[src/rtl/dps_pkg.sv]
// Shared constants for the drive panel and startup self-test block
package dps_pkg;
	localparam int unsigned CLK_HZ = 50_000_000;
	localparam int unsigned BASIC_TEST_MS = 3000;
	localparam int unsigned EXT_TEST_MS = 10000;
	localparam int unsigned BLINK_MS = 250;
	localparam int unsigned RESUME_BLINK_MS = 500;
	localparam int unsigned BASIC_TEST_CYC = (CLK_HZ / 1000) * BASIC_TEST_MS;
	localparam int unsigned EXT_STEP_CYC = ((CLK_HZ / 1000) * EXT_TEST_MS) / 7;
	localparam int unsigned BLINK_CYC = (CLK_HZ / 1000) * BLINK_MS;
	localparam int unsigned RESUME_BLINK_CYC = (CLK_HZ / 1000) * RESUME_BLINK_MS;
	localparam int unsigned SER_HALF_CYC = 8;
	// Diagnostic port codes
	localparam logic [7:0] CODE_OK = 8'h00;
	localparam logic [7:0] CODE_ROM = 8'h01;
	localparam logic [7:0] CODE_RAM = 8'h02;
	localparam logic [7:0] CODE_BUF = 8'h03;
	// Completion status field position for execution error
	localparam int unsigned STAT_EXEC_ERR_BIT = 1;
	localparam logic [7:0] STAT_RESET = 8'h00;
	// Format code selections
	localparam logic [1:0] FMT_10_0 = 2'h0;
	localparam logic [1:0] FMT_10_5 = 2'h1;
	// Extended test step count and the result code base for each step
	localparam int unsigned EXT_STEPS = 7;
	localparam logic [7:0] EXT_CODE_BASE = 8'h10;
endpackage : dps_pkg

[src/rtl/dps_serial_tx.sv]
// Serial diagnostic code shifter: MSB first, data changes on clock fall
`timescale 1ns/1ps
module dps_serial_tx
	import dps_pkg::*;
#(
	parameter int unsigned HALF_CYC = SER_HALF_CYC
) (
	input wire logic ref_clk_in,
	input wire logic rst_n_in,
	input wire logic send_in,
	input wire logic [7:0] code_in,
	output logic busy_out,
	output logic diag_clk_out,
	output logic diag_data_out
);
	logic [7:0] shift_r;
	logic [3:0] bits_left_r;
	logic [15:0] half_cnt_r;
	logic active_r;

	// Shift engine; data is set while the clock is low, rising edge is the sample point
	always_ff @(posedge ref_clk_in) begin
		if (!rst_n_in) begin
			shift_r <= 8'h00;
			bits_left_r <= 4'h0;
			half_cnt_r <= 16'h0000;
			active_r <= 1'b0;
			diag_clk_out <= 1'b0;
			diag_data_out <= 1'b0;
		end else if (!active_r) begin
			diag_clk_out <= 1'b0;
			if (send_in) begin
				active_r <= 1'b1;
				diag_data_out <= code_in[7];
				shift_r <= {code_in[6:0], 1'b0};
				bits_left_r <= 4'h8;
				half_cnt_r <= 16'h0000;
			end
		end else if (half_cnt_r == 16'(HALF_CYC - 1)) begin
			half_cnt_r <= 16'h0000;
			if (!diag_clk_out) begin
				diag_clk_out <= 1'b1; // Rising edge: display latches here
			end else begin
				// Falling edge: present next bit, or finish after the eighth
				diag_clk_out <= 1'b0;
				bits_left_r <= bits_left_r - 4'h1;
				if (bits_left_r == 4'h1) begin
					active_r <= 1'b0;
					diag_data_out <= 1'b0;
				end else begin
					diag_data_out <= shift_r[7];
					shift_r <= {shift_r[6:0], 1'b0};
				end
			end
		end else begin
			half_cnt_r <= half_cnt_r + 16'h0001;
		end
	end

	assign busy_out = active_r;
endmodule : dps_serial_tx

[src/rtl/dps_panel.sv]
// Operator panel, spindle control, startup self-test and option latch
`timescale 1ns/1ps
// Notes on behaviour
// - Stop waits for current command, then spindle off
// - Latch held until motor fully stopped
// - Seated switch means loaded; latch engages
// - Ready blinks during spin-up, steady at speed
// - Dwell timeout halves speed; brief blink returning
// - Stop blinks ready during spin-down, off at release
// - Activity lit exactly while servicing command
// - Power-up checks RAM, ROM, buffer, about 3s
// - Basic failure blocks selection, codes 01/02/03
// - Extended tests after basic, switch or host
// - Seven extended tests in fixed order
// - Extended failure: display code, abort next command
// - Later commands accepted normally after abort
// - Parity switch off enables parity checking
// - Two-switch field decodes retries and diagnostics
// - Capacity switch picks 10.0 or 10.5 code
// - Option switches latched only after reset
// - Error code shifted out eight bits with clock
// - One shunt; respond when its line asserted
// - Code 00 means normal completion
module dps_panel
	import dps_pkg::*;
#(
	parameter int unsigned BASIC_CYC = BASIC_TEST_CYC,
	parameter int unsigned EXT_CYC = EXT_STEP_CYC,
	parameter int unsigned BLINK_HALF_CYC = BLINK_CYC,
	parameter int unsigned RESUME_CYC = RESUME_BLINK_CYC
) (
	input wire logic ref_clk_in,
	input wire logic rst_n_in,
	input wire logic stop_button_in,
	input wire logic motor_seated_in,
	input wire logic motor_at_speed_in,
	input wire logic motor_stopped_in,
	input wire logic dwell_timeout_in,
	input wire logic cmd_active_in,
	input wire logic cmd_start_in,
	input wire logic host_diag_req_in,
	input wire logic rom_fail_in,
	input wire logic ram_fail_in,
	input wire logic buf_fail_in,
	input wire logic [6:0] ext_fail_in,
	input wire logic manual_reset_switch_in,
	input wire logic parity_option_switch_in,
	input wire logic diag_enable_switch_in,
	input wire logic retry_option_switch_in,
	input wire logic capacity_code_switch_in,
	input wire logic [7:0] bus_address_shunt_in,
	input wire logic [7:0] bus_data_in,
	input wire logic bus_sel_in,
	output logic spindle_on_out,
	output logic half_speed_out,
	output logic latch_engage_out,
	output logic ready_led_out,
	output logic activity_led_out,
	output logic self_test_done_out,
	output logic select_resp_out,
	output logic cmd_abort_out,
	output logic [7:0] cmd_status_out,
	output logic [2:0] ext_test_step_out,
	output logic parity_check_en_out,
	output logic retries_en_out,
	output logic startup_diag_en_out,
	output logic repeat_diag_out,
	output logic [1:0] format_code_out,
	output logic diag_clk_out,
	output logic diag_data_out
);
	typedef enum logic [5:0] {
		SP_IDLE = 6'b000001,
		SP_SPINUP = 6'b000010,
		SP_FULL = 6'b000100,
		SP_HALF = 6'b001000,
		SP_STOPREQ = 6'b010000,
		SP_SPINDOWN = 6'b100000
	} dps_spin_t;

	typedef enum logic [4:0] {
		ST_BASIC = 5'b00001,
		ST_EXT = 5'b00010,
		ST_RUN = 5'b00100,
		ST_FAIL = 5'b01000,
		ST_LATCH = 5'b10000
	} dps_test_t;

	// Two-flop synchronisers for the 13 stop, motor, switch and basic-test inputs
	localparam int unsigned NSYNC = 13;
	logic [NSYNC-1:0] sync_a_r;
	logic [NSYNC-1:0] sync_b_r;
	logic stop_s, seated_s, speed_s, stopped_s, dwell_s, mrst_s;
	logic par_s, diag_s, retry_s, cap_s, rom_s, ram_s, buf_s;
	always_ff @(posedge ref_clk_in) begin
		if (!rst_n_in) begin
			sync_a_r <= '0;
			sync_b_r <= '0;
		end else begin
			sync_a_r <= {stop_button_in, motor_seated_in, motor_at_speed_in, motor_stopped_in, dwell_timeout_in,
				manual_reset_switch_in, parity_option_switch_in, diag_enable_switch_in, retry_option_switch_in,
				capacity_code_switch_in, rom_fail_in, ram_fail_in, buf_fail_in};
			sync_b_r <= sync_a_r;
		end
	end
	assign {stop_s, seated_s, speed_s, stopped_s, dwell_s, mrst_s, par_s, diag_s, retry_s, cap_s,
		rom_s, ram_s, buf_s} = sync_b_r;

	// Manual reset switch on holds everything but the synchronisers in reset
	logic run_rst_n;
	assign run_rst_n = rst_n_in & ~mrst_s;

	// Option latch: captured once, a few cycles after release so synchronisers are valid
	logic [1:0] opt_wait_r;
	logic opt_taken_r;
	always_ff @(posedge ref_clk_in) begin
		if (!run_rst_n) begin
			opt_wait_r <= 2'h0;
			opt_taken_r <= 1'b0;
			parity_check_en_out <= 1'b0;
			retries_en_out <= 1'b0;
			startup_diag_en_out <= 1'b0;
			repeat_diag_out <= 1'b0;
			format_code_out <= FMT_10_0;
		end else if (!opt_taken_r) begin
			opt_wait_r <= opt_wait_r + 2'h1;
			if (opt_wait_r == 2'h3) begin
				opt_taken_r <= 1'b1;
				parity_check_en_out <= ~par_s;
				retries_en_out <= ~retry_s | diag_s;
				startup_diag_en_out <= diag_s;
				repeat_diag_out <= diag_s & retry_s;
				format_code_out <= cap_s ? FMT_10_5 : FMT_10_0;
			end
		end
	end

	// Startup test sequencer
	dps_test_t test_r;
	logic [31:0] test_cnt_r;
	logic [2:0] step_r;
	logic [7:0] err_code_r;
	logic err_send_r;
	logic abort_pend_r;
	always_ff @(posedge ref_clk_in) begin
		if (!run_rst_n) begin
			test_r <= ST_LATCH;
			test_cnt_r <= 32'h0000_0000;
			step_r <= 3'h0;
			err_code_r <= CODE_OK;
			err_send_r <= 1'b0;
			abort_pend_r <= 1'b0;
		end else begin
			err_send_r <= 1'b0;
			if (cmd_start_in && abort_pend_r)
				abort_pend_r <= 1'b0;
			unique case (test_r)
				ST_LATCH: if (opt_taken_r) test_r <= ST_BASIC;
				ST_BASIC: begin
					test_cnt_r <= test_cnt_r + 32'h0000_0001;
					if (rom_s || ram_s || buf_s) begin
						// ROM CRC takes precedence, then RAM, then buffer
						err_code_r <= rom_s ? CODE_ROM : (ram_s ? CODE_RAM : CODE_BUF);
						err_send_r <= 1'b1;
						test_r <= ST_FAIL;
					end else if (test_cnt_r == 32'(BASIC_CYC - 1)) begin
						test_cnt_r <= 32'h0000_0000;
						step_r <= 3'h0;
						err_code_r <= CODE_OK;
						test_r <= startup_diag_en_out ? ST_EXT : ST_RUN;
					end
				end
				ST_EXT: begin
					test_cnt_r <= test_cnt_r + 32'h0000_0001;
					if (test_cnt_r == 32'(EXT_CYC - 1)) begin
						test_cnt_r <= 32'h0000_0000;
						if (ext_fail_in[step_r]) begin
							err_code_r <= EXT_CODE_BASE + 8'(step_r);
							err_send_r <= 1'b1;
							abort_pend_r <= 1'b1;
						end
						if (step_r == 3'(EXT_STEPS - 1)) begin
							step_r <= 3'h0;
							// Repeat mode loops back to the basic tests until a basic test fails
							test_r <= repeat_diag_out ? ST_BASIC : ST_RUN;
						end else begin
							step_r <= step_r + 3'h1;
						end
					end
				end
				ST_RUN: if (host_diag_req_in) begin
					test_cnt_r <= 32'h0000_0000;
					step_r <= 3'h0;
					test_r <= ST_EXT;
				end
				ST_FAIL: test_r <= ST_FAIL;
				default: test_r <= ST_FAIL;
			endcase
		end
	end
	assign self_test_done_out = (test_r == ST_RUN);
	assign ext_test_step_out = step_r;

	// Completion status and abort for the first command after an extended failure
	always_ff @(posedge ref_clk_in) begin
		if (!run_rst_n) begin
			cmd_abort_out <= 1'b0;
			cmd_status_out <= STAT_RESET;
		end else begin
			cmd_abort_out <= cmd_start_in & abort_pend_r;
			if (cmd_start_in)
				cmd_status_out <= abort_pend_r ? 8'(1 << STAT_EXEC_ERR_BIT) : STAT_RESET;
		end
	end

	// Selection: only when running or in the extended tests and our shunt's data line is high
	always_ff @(posedge ref_clk_in) begin
		if (!run_rst_n)
			select_resp_out <= 1'b0;
		else
			select_resp_out <= bus_sel_in && (test_r == ST_RUN || test_r == ST_EXT)
				&& ((bus_data_in & bus_address_shunt_in) != 8'h00);
	end

	// Spindle state machine
	dps_spin_t spin_r;
	logic resume_r;
	logic [31:0] resume_cnt_r;
	always_ff @(posedge ref_clk_in) begin
		if (!run_rst_n) begin
			spin_r <= SP_IDLE;
			resume_r <= 1'b0;
			resume_cnt_r <= 32'h0000_0000;
		end else begin
			if (resume_r) begin
				resume_cnt_r <= resume_cnt_r + 32'h0000_0001;
				if (resume_cnt_r == 32'(RESUME_CYC - 1))
					resume_r <= 1'b0;
			end
			unique case (spin_r)
				SP_IDLE: if (seated_s && !stop_s) spin_r <= SP_SPINUP;
				SP_SPINUP: begin
					if (stop_s) spin_r <= SP_STOPREQ;
					else if (speed_s) spin_r <= SP_FULL;
				end
				SP_FULL: begin
					if (stop_s) spin_r <= SP_STOPREQ;
					else if (dwell_s) spin_r <= SP_HALF;
				end
				SP_HALF: begin
					if (stop_s) begin
						spin_r <= SP_STOPREQ;
					end else if (cmd_start_in) begin
						// Back to full speed with a short blink
						spin_r <= SP_FULL;
						resume_r <= 1'b1;
						resume_cnt_r <= 32'h0000_0000;
					end
				end
				SP_STOPREQ: if (!cmd_active_in) spin_r <= SP_SPINDOWN;
				SP_SPINDOWN: if (stopped_s) spin_r <= SP_IDLE;
				default: spin_r <= SP_IDLE;
			endcase
		end
	end

	// Blink timebase
	logic [31:0] blink_cnt_r;
	logic blink_r;
	always_ff @(posedge ref_clk_in) begin
		if (!run_rst_n) begin
			blink_cnt_r <= 32'h0000_0000;
			blink_r <= 1'b0;
		end else if (blink_cnt_r == 32'(BLINK_HALF_CYC - 1)) begin
			blink_cnt_r <= 32'h0000_0000;
			blink_r <= ~blink_r;
		end else begin
			blink_cnt_r <= blink_cnt_r + 32'h0000_0001;
		end
	end

	// Panel outputs; spindle is kept on through a pending stop so the command finishes
	always_comb begin
		spindle_on_out = (spin_r != SP_IDLE) && (spin_r != SP_SPINDOWN);
		half_speed_out = (spin_r == SP_HALF);
		latch_engage_out = (spin_r != SP_IDLE);
		activity_led_out = cmd_active_in;
		unique case (spin_r)
			SP_SPINUP: ready_led_out = blink_r;
			SP_FULL: ready_led_out = resume_r ? blink_r : 1'b1;
			SP_HALF: ready_led_out = 1'b1;
			SP_STOPREQ, SP_SPINDOWN: ready_led_out = blink_r;
			default: ready_led_out = 1'b0;
		endcase
	end

	dps_serial_tx u_tx (
		.ref_clk_in(ref_clk_in),
		.rst_n_in(run_rst_n),
		.send_in(err_send_r),
		.code_in(err_code_r),
		.busy_out(),
		.diag_clk_out(diag_clk_out),
		.diag_data_out(diag_data_out)
	);
endmodule : dps_panel

[config.mk]
export PLATFORM = sky130hd
export DESIGN_NAME = dps_panel
export DESIGN_NICKNAME = d
export VERILOG_FILES = /design/src/rtl/dps_pkg.sv /design/src/rtl/dps_serial_tx.sv /design/src/rtl/dps_panel.sv
export SDC_FILE = /design/constraint.sdc
export NUM_CORES = 1
export LEC_CHECK = 0
export BUFFER_PORTS_ARGS = -buffer_cell sky130_fd_sc_hd__clkbuf_2
export CORE_UTILIZATION = 54
export CTS_CLUSTER_DIAMETER = 80
export DETAILED_ROUTE_END_ITERATION = 6
export PLACE_DENSITY = 0.77
export SETUP_SLACK_MARGIN = 0.05
export SYNTH_ARGS = -nofsm -noshare
export SYNTH_HDL_FRONTEND = slang
export SYNTH_SLANG_ARGS = --single-unit
[constraint.sdc]
create_clock -name ref_clk_in -period 3.5 [get_ports ref_clk_in]
set_input_delay 0 -clock ref_clk_in [delete_from_list [all_inputs] [get_ports ref_clk_in]]
set_output_delay 0 -clock ref_clk_in [all_outputs]
set_load 0.1 [all_outputs]
# Yosys cells after proc, flatten, opt, wreduce, memory -nomap -nowiden
# Index checks and enable logic that the tools add are counted.
# classes
n_mux	85
add_sub_neg	8
bitwise_logic	11
reduce_logical	24
order_cmp	1
eq_ne	37
# ops
cell	count
32-bit two-way mux	8
32-bit by 1-bit adder with 32-bit output (second input constant)	3
32-bit one-hot mux with 3 select lines	1
8-bit two-way mux	9
6-bit two-way mux	9
16-bit two-way mux	3
6-bit one-hot mux with 6 select lines	1
32-bit by 24-bit == test with 1-bit output (second input constant)	1
32-bit by 25-bit == test with 1-bit output (second input constant)	1
32-bit by 27-bit == test with 1-bit output (second input constant)	1
32-bit by 28-bit == test with 1-bit output (second input constant)	1
5-bit two-way mux	6
1-bit two-way mux	29
2-bit != test (second input constant)	12
3-bit two-way mux	7
5-bit one-hot mux with 4 select lines	1
16-bit by 1-bit adder with 16-bit output (second input constant)	1
16-bit by 3-bit == test with 1-bit output (second input constant)	1
4-bit two-way mux	4
8-bit one-hot mux with 2 select lines	1
5-bit AND reduction	2
3-bit != test (second input constant)	3
3-bit one-hot mux with 3 select lines	1
8-bit bitwise AND	1
41 further kinds	59
# totals
input_bits	42
reg_bits	198
wordCells	195

# Logic depth before layout (Yosys ltp)
# depth
depth_word	6
ltp_mapped	10

# Hierarchy
# A second synthesis with hierarchy kept.
# unflattened
cells_unflattened	998
area_unflattened_um2	8559.5
# modules_own_cells
mod	n_inst	area_per_inst_um2	cells_each	seq_area_each_um2
dps_panel	1	7004.2	819	3103.0
dps_serial_tx	1	1555.2	179	600.6

# Least setup slack after synthesis
# OpenSTA, ideal clock, no wires.
# synth_path
kind	flip-flop to flip-flop
startpoint	register test_cnt_r[12]
endpoint	register test_cnt_r[20]
period_less_slack_ps	2688
slack_ps	812
arrival_time_ps	2573
path_stages_with_launch	10
required_ps	3384
path_buffers	3
setup_time_ps	116
path_cell_list	dfxtp_1 -> buf_6 -> or4_1 -> or4_1 -> or4_4 -> a22o_1 -> o21ai_2 -> buf_6 -> buf_6 -> nor2_1
# synth_via
elab_chain_len	4
# synth_rtl
item	line	text
start, declared	dps_panel.sv:140	logic [31:0] test_cnt_r;
start signal, assigned	dps_panel.sv:160	test_cnt_r <= test_cnt_r + 32'h0000_0001;
start signal, assigned	dps_panel.sv:174	test_cnt_r <= test_cnt_r + 32'h0000_0001;
32-bit by 1-bit adder with 32-bit output or 32-bit by 28-bit == test with 1-bit output (tied branches)	dps_panel.sv:160, dps_panel.sv:174, dps_panel.sv:166	
32-bit two-way mux	dps_panel.sv:166	end else if (test_cnt_r == 32'(BASIC_CYC - 1)) begin
32-bit two-way mux	dps_panel.sv:161	if (rom_s || ram_s || buf_s) begin
32-bit one-hot mux with 3 select lines *	dps_panel.sv:157	unique case (test_r)
# Mark *: on every way between the ends. The rest lies on a longest branch, timed or not.
# A chain may end at the register's enable or synchronous reset.

# Worst setup path in the final report
# layout_path
startpoint	register test_cnt_r[20]
endpoint	register test_cnt_r[27]
# The elaborated chain is that of the path after synthesis.

==> summary.txt <==
Run status
  – Status: finished, final reports clean

Drt
  – Drt via density: approximately 5.6
  – Iteration-0 DRC Markers: 508
  – Vias: 7028
  – Antenna-violating nets left: 0
  – Routed len/inst: roughly 14 µm
  – DRT Pass-1 Iters: 5
  – Final wirelength: 17.31 mm
  – Remaining DRCs: 0

Layout
  – Area grow syn2layout: 14.46%
  – Fin nets: approximately 1100
  – Final instance area: around 0.0096 mm²
  – Number of fill cells: 1302
  – Final Non-Filler Cells: between 1000 and 1500
  – Final core occ: a little over three fifths
  – Antenna cells: 0
  – Proportion of layout cells with a drive suffix above 1: ~11%

Timing
  – Final WS setup: 0.4580 ns
  – Final Cycle Share: between 80 and 90%
  – Worst-Margin Slew: roughly 1.1 ns
  – Unrepaired setup endpoints after global routing: no
  – Final Setup Violations: 0
  – Worst slew margin: 28.83%
  – Final clock skew: about 0.007 ns
  – Final Hold Fails: 0
  – Final setup TNS: 0 ns
  – Worst Hold Slack: between 0.03 and 0.04 ns
  – F_max: 0.3287 GHz
  – Fin crit period: slightly above 3 ns
  – Final Max Slew Viols: 0

Logic synthesis
  – Cell Area, Synth: around 0.0084 mm²
  – Top-area cell type share of the netlist area: approximately 44%
  – Seq/Total Area, Yosys: between 40% and 50%
  – Cells after synthesis: slightly below 1000
  – Synth Area per Inst: roughly 8.5 µm²
  – Async set or reset register ratio after synthesis: 0%
  – Yosys reg bits: ~190
  – Ranking of synthesized cells by area: dfxtp_1, nor2_1, xor2_1
  – Synth top cells by count: dfxtp_1, nor2_1, nand2_1
  – Most used DFF post-synth: dfxtp_1
  – Count leader, synth: dfxtp_1
  – Yosys warns: 0
  – Netlist cell types: 60
  – Synth area leader: dfxtp_1
  – EDFF count, synth: 0

Job
  – Max cap viols: 0

Global routing
  – First-pass GRT wire length: ~30 mm
  – Initial antenna violation count: 0
  – Vias in the first global route: 6382
  – Largest net degree at the start of global routing: 37
  – Global route overflow: 0
  – Total GRT Usage: between 20% and 30%

Clocking
  – CTS tree: done
  – Num CTS Buffers: 17
  – Clk buf depth: 2
  – Hold buffer count at CTS: 17
  – Root Driver: clkbuf_16
  – Clock latency on the worst-skew pair: 0.43 ns
  – Post-CTS Resized: 0
  – Clk slew on worst S/H paths: ~0.060 ns
  – # clock sinks: 185
  – # H-tree levels: 4
  – Post-CTS setup buffers: 0

Critical path
  – Critical path origin: test_cnt_r[20]$_SDFFE_PN0P_
  – Critical Path RT: ~3.8 ns
  – Setup Crit Path Kind: flop to flop
  – Flop2flop setup slack: approximately 0.46 ns
  – Crit Path Max Fanout: 11
  – Crit end category: flop
  – Worst setup SP type: flop
  – WP data arrival: between 3 and 4 ns
  – Crit Reg-Reg Startpoint: test_cnt_r[20]$_SDFFE_PN0P_

Hold path
  – Hold Crit Class: primary input to flop
  – Worst Min Path Start: host_diag_req_in

Die
  – Core area: roughly 0.015 mm²
  – Die X: roughly 130 µm
  – Number of I/O pins: 69
  – Row count: between 40 and 50
  – Initial Utilization: between 50% and 60%
  – Die Span Y: ~130 µm
  – Die Area: ~0.016 mm²

Place
  – Placement Setup Slack: ~0.46 ns
  – Placer congestion estimate: approximately 0.87
  – DP HPWL: ~12 mm
  – DP Area: 0.008772 mm²
  – Port bufs: 60
  – Placed Cells: about 1200

Power and ir drop
  – VDD IR-drop max: around 350 µV
  – Final total power: ~4.8 mW
  – Pwr dens: 501.1 mW/mm²
  – Leakage: around 3.5 nW
## cell families (layout without fill, tap and decap cells)
group	Yosys count	count (layout)	synth area share (%)
other cells	1	8	0.04473
simple gates	498	498	30.40
buf+inv	69	137	3.776
flops	185	185	44.18
fa+ha+maj	8	8	1.194
xor+xnor	86	86	8.985
compound gates	119	119	8.941
mux	19	19	2.478
## report_power, final
part	switching [mW]	internal, mW	total, mW
registers	0.0482	2.15	2.20
clock network	0.806	1.30	2.11
logic	0.339	0.159	0.498
total	1.19	3.61	4.81
## final cells by class
class	instances	area, µm²	area share [%]
repair buffers	86	538.0	5.607
flip-flops and latches	185	3704	38.60
clock inverters	12	196.4	2.047
inverters	19	71.32	0.7433
clock buffers	20	456.7	4.759
multi-input cells	738	4394	45.79
well taps	188	235.2	2.451
## cells in the final DEF (no fill, tap or decap), types with 19 or more instances in the layout
cell and count:
a21oi_1 47, and2_1 29, clkbuf_2 60, dfxtp_1 185, inv_1 19, nand2_1 81, nand3_1 48, nand4_1 35
nor2_1 145, nor3_1 29, nor4_1 27, o21ai_0 22, or3_1 19, xnor2_1 35, xor2_1 51
## registers in the layout, summed over array words and instances (netlist names), 2 cells and up
register	count
resume_cnt_r	32
opt_wait_r	2
test_cnt_r	32
sync_b_r	13
u_tx.half_cnt_r	16
ext_test_step_out	3
blink_cnt_r	32
err_code_r	4
spin_r	6
test_r	5
u_tx.shift_r	7
u_tx.bits_left_r	4
sync_a_r	13
## critical path, cell delays in order, from the launching register on
cell,delay (ns)
dfxtp_1,0.35
or4_1,0.54
or4_1,0.41
or4_4,0.58
a22o_1,0.30
o21ai_2,0.42
buf_4,0.27
nor2_1,0.06
## routing by layer
layer,GRT usage (%),routed length (µm),vias to the layer above
met2,36.59,7906,176
li1,-,-,3569
met5,0,0,-
met4,7.087,266,0
met1,30.10,8404,3256
met3,4.977,731,27
## path summary, 6_finish.rpt
path                                                          to  cells after the start
worst min-delay path                      test_r[0]$_SDFFE_PN0P_                      3
worst max register to register       test_cnt_r[27]$_SDFFE_PN0P_                      7
worst max-delay path                 test_cnt_r[27]$_SDFFE_PN0P_                      7
worst min register to register  parity_check_en_out$_SDFFE_PN0P_                      1
Power figures use the tool's default switching activity.
